[src/verilog/rxd_defines.svh]
// offsets, field positions, reset values and timing counts of the expansion core
// assumes a 10 MHz dot clock and an 8-bit register port addressed by the low host bits
`ifndef RXD_DEFINES_SVH
`define RXD_DEFINES_SVH
`define RXD_CLK_NS      100
`define RXD_INIT_NS     100000
`define RXD_INIT_CYC    ((`RXD_INIT_NS + `RXD_CLK_NS - 1) / `RXD_CLK_NS)
`define RXD_TRC_NS      70
`define RXD_TRC_CYC     ((`RXD_TRC_NS + `RXD_CLK_NS - 1) / `RXD_CLK_NS)
`define RXD_TWR_NS      20
`define RXD_TWR_CYC     ((`RXD_TWR_NS + `RXD_CLK_NS - 1) / `RXD_CLK_NS)
`define RXD_CAS_LAT     2
`define RXD_MODE_VAL    13'h0020
`define RXD_AP_BIT      10
`define RXD_OFS_STATUS  5'h00
`define RXD_OFS_CMD     5'h01
`define RXD_OFS_HA_LO   5'h02
`define RXD_OFS_HA_HI   5'h03
`define RXD_OFS_EA_0    5'h04
`define RXD_OFS_EA_1    5'h05
`define RXD_OFS_EA_2    5'h06
`define RXD_OFS_EA_3    5'h07
`define RXD_OFS_LEN_LO  5'h08
`define RXD_OFS_LEN_HI  5'h09
`define RXD_OFS_IMASK   5'h0A
`define RXD_OFS_ACTRL   5'h0B
`define RXD_ST_IRQ      7
`define RXD_ST_END      6
`define RXD_ST_FAULT    5
`define RXD_CMD_EXEC    7
`define RXD_CMD_AUTO    5
`define RXD_IM_EN       7
`define RXD_IM_END      6
`define RXD_IM_FAULT    5
`define RXD_AC_FIXH     7
`define RXD_AC_FIXE     6
`define RXD_RST_BYTE    8'h00
`define RXD_RST_LEN     16'hFFFF
`endif

[src/verilog/rxd_pkg.sv]
// types shared by the expansion core and its surroundings
// assumes the sequencer sits outside on the same dot clock
package rxd_pkg;
   typedef enum logic [3:0] {
      CMD_NOP  = 4'h7,
      CMD_ACT  = 4'h3,
      CMD_RD   = 4'h5,
      CMD_WR   = 4'h4,
      CMD_PALL = 4'h2,
      CMD_REF  = 4'h1,
      CMD_MRS  = 4'h0
   } rxd_cmd_t;                          // {cs_n, ras_n, cas_n, we_n}
   typedef enum {S_INIT, S_PALL, S_MRS, S_IDLE, S_RW, S_WAIT} rxd_state_t;
   typedef struct packed {
      rxd_cmd_t    cmd;
      logic [1:0]  ba;
      logic [12:0] a;
   } rxd_sdram_t;
   typedef struct packed {
      logic dma;                         // sequencer owns the host bus
      logic ram_req;                     // access wanted this low half
      logic ram_we;                      // access is a write
      logic expansion_addr_advance;
      logic host_addr_advance;
      logic transfer_done;
      logic compare_mismatch;
   } rxd_seq_t;
   typedef struct packed {
      logic       exec;                  // transfer requested by software
      logic [1:0] xfer_type;
      logic       len_is_one;
      logic       match;
      logic       ram_busy;
   } rxd_stat_t;
endpackage : rxd_pkg
[src/verilog/rxd_core.sv]
// core of the ram expansion: sdram control, register block, datapath, glue
// assumes the dma sequencer is outside on i_ref_clk and the pins pass level shifters
`timescale 1ns/10ps
`default_nettype none
`include "rxd_defines.svh"
module rxd_core (
   input  wire logic              i_ref_clk,
   input  wire logic              i_srst,
   input  wire logic              i_ce,
   input  wire logic              i_phi2,
   input  wire logic              i_ba,
   input  wire logic              i_host_rw,
   input  wire logic              i_host_io_sel_n,
   input  wire logic [15:0]       i_host_addr,
   input  wire logic [7:0]        i_host_data,
   input  wire rxd_pkg::rxd_seq_t i_seq,
   output rxd_pkg::rxd_stat_t     o_stat,
   output logic [15:0]            o_host_addr,
   output logic                   o_host_addr_oe_n,
   output logic [7:0]             o_host_data,
   output logic                   o_host_data_oe_n,
   output logic                   o_buf_dir,
   output logic                   o_dma_n,
   output logic                   o_irq,
   output logic                   o_sdram_clk,
   output logic                   o_sdram_cke,
   output rxd_pkg::rxd_sdram_t    o_sdram,
   input  wire logic [7:0]        i_sdram_dq,
   output logic [7:0]             o_sdram_dq,
   output logic                   o_sdram_dq_oe_n
);
   import rxd_pkg::*;

   localparam int SW = 28;               // width of the synchronised pin group

   logic [SW-1:0] sync1_q;               // first stage, read only by sync2
   logic [SW-1:0] sync2_q;               // stable copy of the host pins
   logic          phi2_s, ba_s, rw_s, sel_n_s;
   logic [15:0]   haddr_s;
   logic [7:0]    hdata_s;
   logic          phi2_d1_q;             // previous phi2 for edges
   logic          fall_p, rise_p;        // one-cycle edge pulses

   // two-flop capture of everything arriving from the host bus
   always_ff @(posedge i_ref_clk) begin
      if (i_srst) begin
         sync1_q <= '0;
         sync2_q <= '0;
      end else if (i_ce) begin
         sync1_q <= {i_phi2, i_ba, i_host_rw, i_host_io_sel_n, i_host_addr, i_host_data};
         sync2_q <= sync1_q;
      end
   end
   assign {phi2_s, ba_s, rw_s, sel_n_s, haddr_s, hdata_s} = sync2_q;

   // phase-2 edges seen on the dot clock
   always_ff @(posedge i_ref_clk) begin
      if (i_srst) phi2_d1_q <= 1'b0;
      else if (i_ce) phi2_d1_q <= phi2_s;
   end
   assign fall_p = phi2_d1_q & ~phi2_s;  // first dot edge with phi2 low
   assign rise_p = ~phi2_d1_q & phi2_s;

   // ----- sdram controller
   rxd_state_t    st_q;
   rxd_sdram_t    sd_q;
   logic [15:0]   cnt_q;                 // wait and init counter
   logic          rd_pend_q;             // read data still to land
   logic          we_q;                  // latched direction of the access
   logic [25:0]   acc_addr_q;            // captured expansion address
   logic [7:0]    rd_data_q;             // last byte read from sdram
   logic [7:0]    wr_data_q;
   logic          dq_oe_n_q;
   logic [25:0]   exp_addr_q;            // expansion_mem_addr

   // the sdram runs half a cycle ahead for hold margin and latency
   assign o_sdram_clk = ~i_ref_clk;
   assign o_sdram_cke = 1'b1;

   // access and refresh sequencing
   always_ff @(posedge i_ref_clk) begin
      if (i_srst) begin
         st_q       <= S_INIT;
         sd_q       <= '{cmd: CMD_NOP, ba: 2'h0, a: 13'h0000};
         cnt_q      <= 16'(`RXD_INIT_CYC);
         rd_pend_q  <= 1'b0;
         we_q       <= 1'b0;
         acc_addr_q <= 26'h0000000;
         rd_data_q  <= 8'h00;
         wr_data_q  <= 8'h00;
         dq_oe_n_q  <= 1'b1;
      end else if (i_ce) begin
         sd_q.cmd  <= CMD_NOP;
         dq_oe_n_q <= 1'b1;
         case (st_q)
            S_INIT: begin                // power-up pause before any command
               if (cnt_q == 16'h0000) st_q <= S_PALL;
               else cnt_q <= cnt_q - 16'h0001;
            end
            S_PALL: begin
               sd_q.cmd             <= CMD_PALL;
               sd_q.a[`RXD_AP_BIT] <= 1'b1;
               st_q                 <= S_MRS;
            end
            S_MRS: begin                 // burst of one, fixed latency
               sd_q.cmd <= CMD_MRS;
               sd_q.ba  <= 2'h0;
               sd_q.a   <= `RXD_MODE_VAL;
               cnt_q    <= 16'(`RXD_TRC_CYC);
               st_q     <= S_WAIT;
            end
            S_IDLE: begin
               if (fall_p && i_seq.ram_req) begin
                  // address taken at the first low dot edge
                  acc_addr_q <= exp_addr_q;
                  we_q       <= i_seq.ram_we;
                  wr_data_q  <= hdata_s;
                  sd_q.cmd   <= CMD_ACT;
                  sd_q.ba    <= exp_addr_q[25:24];
                  sd_q.a     <= exp_addr_q[23:11];
                  st_q       <= S_RW;
               end else if (phi2_s && !rise_p && cnt_q == 16'h0000) begin
                  cnt_q <= 16'h0000;     // refresh only at the rise, never later in the high half
               end else if (rise_p) begin
                  sd_q.cmd <= CMD_REF;   // refresh in the high half
                  cnt_q    <= 16'(`RXD_TRC_CYC);
                  st_q     <= S_WAIT;
               end
            end
            S_RW: begin
               // auto-precharge so the bank is closed before phi2 rises
               sd_q.cmd <= we_q ? CMD_WR : CMD_RD;
               sd_q.a   <= {1'b0, acc_addr_q[10], 1'b1, acc_addr_q[9:0]};
               if (we_q) begin
                  dq_oe_n_q <= 1'b0;
                  cnt_q     <= 16'(`RXD_TWR_CYC);
               end else begin
                  rd_pend_q <= 1'b1;
                  cnt_q     <= 16'(`RXD_CAS_LAT);
               end
               st_q <= S_WAIT;
            end
            S_WAIT: begin                // latency, recovery or refresh time
               if (cnt_q == 16'h0000) begin
                  if (rd_pend_q) rd_data_q <= i_sdram_dq;
                  rd_pend_q <= 1'b0;
                  st_q      <= S_IDLE;
               end else begin
                  cnt_q <= cnt_q - 16'h0001;
               end
            end
            default: st_q <= S_INIT;
         endcase
      end
   end
   assign o_sdram         = sd_q;
   assign o_sdram_dq      = wr_data_q;
   assign o_sdram_dq_oe_n = dq_oe_n_q;

   // ----- register block
   logic [7:0]  cmd_q, imask_q, actrl_q;
   logic [15:0] host_addr_q, len_q;      // host_mem_addr and length
   logic [15:0] host_sh_q, len_sh_q;     // autoload shadows
   logic [25:0] exp_sh_q;
   logic        end_q, fault_q;          // sticky status flags
   logic        reg_sel;
   logic        reg_wr, reg_rd;
   logic        adv_ok;
   logic [7:0]  reg_rdata;
   logic        irq_act;

   // one port serves every host register access
   assign reg_sel = ~sel_n_s & ~i_seq.dma;
   assign reg_wr  = fall_p & reg_sel & ~rw_s;   // writes land at the fall
   assign reg_rd  = fall_p & reg_sel & rw_s;
   // strobes count only while the host bus is really ours
   assign adv_ok  = fall_p & i_seq.dma & ba_s;

   // address, length and control registers
   always_ff @(posedge i_ref_clk) begin
      if (i_srst) begin
         cmd_q       <= `RXD_RST_BYTE;
         imask_q     <= `RXD_RST_BYTE;
         actrl_q     <= `RXD_RST_BYTE;
         host_addr_q <= 16'h0000;
         host_sh_q   <= 16'h0000;
         exp_addr_q  <= 26'h0000000;
         exp_sh_q    <= 26'h0000000;
         len_q       <= `RXD_RST_LEN;
         len_sh_q    <= `RXD_RST_LEN;
      end else if (i_ce) begin
         if (adv_ok && i_seq.transfer_done && cmd_q[`RXD_CMD_AUTO]) begin
            host_addr_q <= host_sh_q;    // autoload restores the start
            exp_addr_q  <= exp_sh_q;
            len_q       <= len_sh_q;
         end else if (adv_ok) begin
            if (i_seq.expansion_addr_advance && !actrl_q[`RXD_AC_FIXE])
               exp_addr_q <= exp_addr_q + 26'h0000001;
            if (i_seq.host_addr_advance && !actrl_q[`RXD_AC_FIXH])
               host_addr_q <= host_addr_q + 16'h0001;
            if (i_seq.expansion_addr_advance && len_q != 16'h0001)
               len_q <= len_q - 16'h0001;
         end
         if (adv_ok && i_seq.transfer_done) cmd_q[`RXD_CMD_EXEC] <= 1'b0;
         if (reg_wr) begin
            case (haddr_s[4:0])
               `RXD_OFS_CMD:    cmd_q   <= hdata_s;
               `RXD_OFS_IMASK:  imask_q <= hdata_s;
               `RXD_OFS_ACTRL:  actrl_q <= hdata_s;
               `RXD_OFS_HA_LO: begin
                  host_addr_q[7:0] <= hdata_s;
                  host_sh_q[7:0]   <= hdata_s;
               end
               `RXD_OFS_HA_HI: begin
                  host_addr_q[15:8] <= hdata_s;
                  host_sh_q[15:8]   <= hdata_s;
               end
               `RXD_OFS_EA_0: begin
                  exp_addr_q[7:0] <= hdata_s;
                  exp_sh_q[7:0]   <= hdata_s;
               end
               `RXD_OFS_EA_1: begin
                  exp_addr_q[15:8] <= hdata_s;
                  exp_sh_q[15:8]   <= hdata_s;
               end
               `RXD_OFS_EA_2: begin
                  exp_addr_q[23:16] <= hdata_s;
                  exp_sh_q[23:16]   <= hdata_s;
               end
               `RXD_OFS_EA_3: begin
                  exp_addr_q[25:24] <= hdata_s[1:0];
                  exp_sh_q[25:24]   <= hdata_s[1:0];
               end
               `RXD_OFS_LEN_LO: begin
                  len_q[7:0]    <= hdata_s;
                  len_sh_q[7:0] <= hdata_s;
               end
               `RXD_OFS_LEN_HI: begin
                  len_q[15:8]    <= hdata_s;
                  len_sh_q[15:8] <= hdata_s;
               end
               default: ;                // status and holes ignore writes
            endcase
         end
      end
   end

   // sticky end and fault flags; a new event beats the read-clear
   always_ff @(posedge i_ref_clk) begin
      if (i_srst) begin
         end_q   <= 1'b0;
         fault_q <= 1'b0;
      end else if (i_ce) begin
         if (adv_ok && i_seq.transfer_done) begin
            end_q <= 1'b1;
            if (i_seq.compare_mismatch) fault_q <= 1'b1;
         end else if (reg_rd && haddr_s[4:0] == `RXD_OFS_STATUS) begin
            end_q   <= 1'b0;
            fault_q <= 1'b0;
         end
      end
   end

   // interrupt only for the sources software enabled
   assign irq_act = imask_q[`RXD_IM_EN] &
                    ((end_q & imask_q[`RXD_IM_END]) | (fault_q & imask_q[`RXD_IM_FAULT]));

   // register read mux
   always_comb begin
      reg_rdata = 8'h00;
      case (haddr_s[4:0])
         `RXD_OFS_STATUS: reg_rdata = {irq_act, end_q, fault_q, 5'h00};
         `RXD_OFS_CMD:    reg_rdata = cmd_q;
         `RXD_OFS_HA_LO:  reg_rdata = host_addr_q[7:0];
         `RXD_OFS_HA_HI:  reg_rdata = host_addr_q[15:8];
         `RXD_OFS_EA_0:   reg_rdata = exp_addr_q[7:0];
         `RXD_OFS_EA_1:   reg_rdata = exp_addr_q[15:8];
         `RXD_OFS_EA_2:   reg_rdata = exp_addr_q[23:16];
         `RXD_OFS_EA_3:   reg_rdata = {6'h00, exp_addr_q[25:24]};
         `RXD_OFS_LEN_LO: reg_rdata = len_q[7:0];
         `RXD_OFS_LEN_HI: reg_rdata = len_q[15:8];
         `RXD_OFS_IMASK:  reg_rdata = imask_q;
         `RXD_OFS_ACTRL:  reg_rdata = actrl_q;
         default:         reg_rdata = 8'h00;
      endcase
   end

   // ----- datapath, address buffer and glue
   logic [7:0] hout_q;
   logic       irq_q;

   // data mux registered: sdram byte in dma, registers otherwise
   always_ff @(posedge i_ref_clk) begin
      if (i_srst) begin
         hout_q <= 8'h00;
         irq_q  <= 1'b0;
      end else if (i_ce) begin
         hout_q <= i_seq.dma ? rd_data_q : reg_rdata;
         irq_q  <= irq_act;
      end
   end
   assign o_host_data = hout_q;
   assign o_irq       = irq_q;

   // expansion address reaches sdram, host address reaches the bus
   assign o_host_addr      = host_addr_q;
   assign o_host_addr_oe_n = ~i_seq.dma;
   // drive the host data bus on register reads or dma toward host
   assign o_host_data_oe_n = ~((reg_sel & rw_s & phi2_s) | (i_seq.dma & ~i_seq.ram_we & ba_s));
   assign o_buf_dir        = ~o_host_data_oe_n;
   assign o_dma_n          = ~i_seq.dma;

   // status toward the sequencer; length stays inside
   assign o_stat.exec       = cmd_q[`RXD_CMD_EXEC];
   assign o_stat.xfer_type  = cmd_q[1:0];
   assign o_stat.len_is_one = (len_q == 16'h0001);
   assign o_stat.match      = (rd_data_q == hdata_s);
   assign o_stat.ram_busy   = (st_q != S_IDLE);
endmodule : rxd_core
`default_nettype wire

[config.mk]
export PLATFORM = sky130hd
export DESIGN_NAME = rxd_core
export DESIGN_NICKNAME = d
export VERILOG_FILES = /design/src/verilog/rxd_pkg.sv /design/src/verilog/rxd_core.sv
export VERILOG_INCLUDE_DIRS = /design/src /design/src/verilog
export SDC_FILE = /design/constraint.sdc
export NUM_CORES = 1
export LEC_CHECK = 0
export ABC_AREA = 1
export BUFFER_PORTS_ARGS = -buffer_cell sky130_fd_sc_hd__buf_4
export CAP_MARGIN = 25
export CORE_MARGIN = 2
export CORE_UTILIZATION = 60
export DETAILED_ROUTE_END_ITERATION = 6
export GPL_TIMING_DRIVEN = 1
export HOLD_SLACK_MARGIN = 0.05
export PLACE_DENSITY_LB_ADDON = 0.15
export RECOVER_POWER = 25
export SYNTH_ARGS = -nofsm -noshare
export SYNTH_HDL_FRONTEND = slang
export SYNTH_SLANG_ARGS = --single-unit
[constraint.sdc]
create_clock -name i_ref_clk -period 2.5 [get_ports i_ref_clk]
set_clock_uncertainty 0.05 [all_clocks]
set_input_delay 0.375 -clock i_ref_clk [delete_from_list [all_inputs] [get_ports i_ref_clk]]
set_output_delay 0.375 -clock i_ref_clk [all_outputs]
set_load 0.01 [all_outputs]
==> metrics.csv <==
metric,value,unit
syn_inst,1989,
reg2reg_setup_slack,0.23,ns
worst_pin_slew,1.14,ns
yosysSeqAreaShare,38.1,%
numCtsBuffers,27,
ant_nets,0,
wl_met1,19000,um
synth_area_leaders,"dfxtp_1 (38%), nand2_1 (12%), a21oi_1 (8.2%)",
seq_power_share,45.7,%
num-fill-cells,1926,
synth.most_common_cell,nand2_1,
ys_ff_latch,253,
wl_per_cell,18.3,um
synth_area,13300,um2
route.met3.wl,3960,um
routabilityCongestion,0.962,
cts_setup_buffers,0,
ys_types,48,
worst-path-stages,5,
die_h,153,um
switching_share,26.9,%
clockBufferDepth,3,
ios,111,
die_w,153,um
async_flop_share,0,%
hold_path.class,in2reg,
grt_pass1_vias,12400,
ir_drop,0.663,mV
final-max-slew-violation-count,0,
clockPowerShare,43.1,%
worstPathArrival,1.94,ns
grt_pass1_wl,68300,um
grt.total_usage,35.8,%
leakage,6.31,nW
layout.nets,2105,
cap_violations,0,
start_util,61.1,%
multiInputGateArea,6880,um2
synth_area_leader_cell,dfxtp_1,
required,2.08,ns
cts_tree,yes,
min_to,rd_data_q[7]$_SDFFE_PP0P_,
antenna_found_initial,0,
power.density,621,nW/um2
grt.overflow.total,0,
endpoint_kind,output pin,
place_inst,2287,
port_buffers,97,
num_vias,14000,
areaGrowthSynthToFinish,13.3,%
dp_hpwl,29300,um
via_per_inst,5.93,
synth_ff_type,dfxtp_1,
tns,0,ns
crit_chain,clkbuf_16 > clkbuf_16 > clkbuf_16 > inv_1 > buf_4,
synth_common_cells,"nand2_1 (419), dfxtp_1 (253), a21oi_1 (217)",
worstRegToRegCells,8,
crit_fanout,13,
cp.buffers_inverters,5,
drt-total-wl,43000,um
drt_iter0_drc,1576,
syn_avg_cell_area,6.68,um2
grt_max_degree,94,
crit_path_top_delay_cell,clkbuf_16,
setup_violations,0,
root_buffer,clkbuf_16,
syn-num-nets,2040,
hold_violations,0,
critPathTopFamily,buffers and inverters,
max_slew_margin,23.8,%
met2_length,18600,um
p_int,6.84,mW
crit_top_cell,clkbuf_16,
rsz0062_at_grt,no,
synth_edf_count,0,
comb_power_share,11.2,%
top_layer_used,met4,
drive_gt1_share,9.06,%
clk_pin_slew,0.06,ns
worstSkewPairLatency,0.55,ns
status,finished clean,
min-delay-start,i_sdram_dq[7],
hold_depth,3,
core.rowCount,54,
reg2reg_from,phi2_d1_q$_SDFFE_PP0P_,
htree_levels,1,
die_area,23400,um2
drc,0,
antenna_cells,0,
fin_cells,2354,
p_sw,2.51,mW
netlist.area_leader.share,38.1,%
crit_type,clk2out,
r2r_end,exp_sh_q[8]$_SDFFE_PP0P_,
dr.pass1.iters,6,
register_area,5070,um2
core-area,21800,um2
slowest_delay,0.21,ns
start_kind,clock port,
yosys_warnings,0,
[power by group through the flow]
stage / logic (mW) / registers (mW) / clock network (mW)
after floorplan: 0.665 / 4.35 / 0.0157
after global placement: 1.01 / 4.36 / 0.0388
after detailed placement: 1.02 / 4.36 / 0.0388
after CTS: 1.05 / 4.27 / 4.04
after global routing: 1.16 / 4.29 / 4.20
final: 1.04 / 4.28 / 4.03
[registers in the layout, indices dropped and copies added, names as in the netlist, 17 cells and up]
| signal | cells |
|---|---|
| sync2_q | 17 |
| o_sdram | 18 |
| sync1_q | 17 |
| exp_sh_q | 26 |
| exp_addr_q | 26 |
[area by class of cell]
type / count / area share [%]
flip-flops and latches: 253 / 33.6
inverters: 213 / 5.36
multi-input cells: 1405 / 45.7
well taps: 280 / 2.33
repair buffers: 152 / 7.10
clock buffers: 38 / 5.32
clock inverters: 13 / 0.590
[logic make-up (layout without fill, tap and decap cells)]
logic type,Yosys count,after routing,synth area share (%)
simple gates,849,849,27.8
compound gates,530,530,22.1
buf+inv,331,416,10.2
flops,253,253,38.1
xor+xnor,19,19,1.25
fa+ha+maj,5,5,0.471
other cells,2,2,0.0565
[through the flow]
| stage | setup WS, ns | area (um2) | hold WS, ns | util [%] | total power [mW] |
|---|---|---|---|---|---|
| final | 0.136 | 15100 | 0.0570 | 69.2 | 9.35 |
| after global placement | 0.302 | 14200 | 0.384 | 65.2 | 5.40 |
| after CTS | 0.0830 | 15300 | 0.0533 | 70.1 | 9.36 |
| after detailed placement | 0.285 | 14200 | 0.391 | 65.2 | 5.42 |
| after global routing | 0.0318 | 15100 | 0.0989 | 69.2 | 9.65 |
| after floorplan | 0.686 | 13300 | 0.369 | - | 5.03 |
[worst max-delay path by stage]
stage / slack [ns] / start / end
global route: 0.03 / len_q[1]$_SDFFE_PP1P_ / o_stat[2]
CTS: 0.08 / sync2_q[5]$_SDFFE_PP0P_ / o_stat[1]
floorplan: 0.69 / sync2_q[0]$_SDFFE_PP0P_ / o_stat[1]
detailed placement: 0.29 / i_seq[6] / len_q[12]$_SDFFE_PP1P_
global placement: 0.30 / i_seq[6] / len_q[12]$_SDFFE_PP1P_
finish: 0.14 / i_ref_clk / o_sdram_clk
[layout by cell type (no fill, tap or decap), types with 4 or more instances in the layout]
master	synthesis	final
ha_1	5	5
buf_12	0	4
nor2_2	7	7
nand2_1	419	419
nand2_2	8	8
clkinv_2	0	7
nand3_1	184	184
xnor2_1	7	7
a221oi_1	10	10
a31oi_1	11	11
o211ai_1	36	36
o21ai_0	193	193
nor3_1	16	16
clkbuf_8	0	6
nand4_1	22	22
a211oi_1	16	16
nor2_1	173	172
clkbuf_1	68	46
buf_4	14	86
clkbuf_16	0	28
nor2_8	4	4
dfxtp_1	253	252
xor2_1	12	12
nor2_4	7	8
dlygate4sd3_1	0	18
o21ai_1	6	6
o21bai_1	4	4
inv_2	12	12
inv_1	199	200
a21oi_1	217	217
o22ai_1	27	27
[worst reg2reg max path, cell delays in order (launching register included)]
cell     delay (ns)
dfxtp_1        0.42
inv_2          0.09
nor2_4         0.17
nand2_2        0.12
nor2_8         0.18
nand3_1        0.33
nor2_2         0.47
o21ai_0        0.17
a21oi_1        0.17
[what timing repair did]
action	CTS	global route
endpoints found under the hold margin	18	0
hold buffers	18	0
resized for setup	0	1
setup endpoints to repair	0	1
[metal layers]
metal	global-route usage [%]	vias to the layer above
met1	53.0	6473
li1	-	6747
met4	10.7	0
met5	0	-
met2	54.2	648
met3	5.42	99
Power figures use the tool's default switching activity.
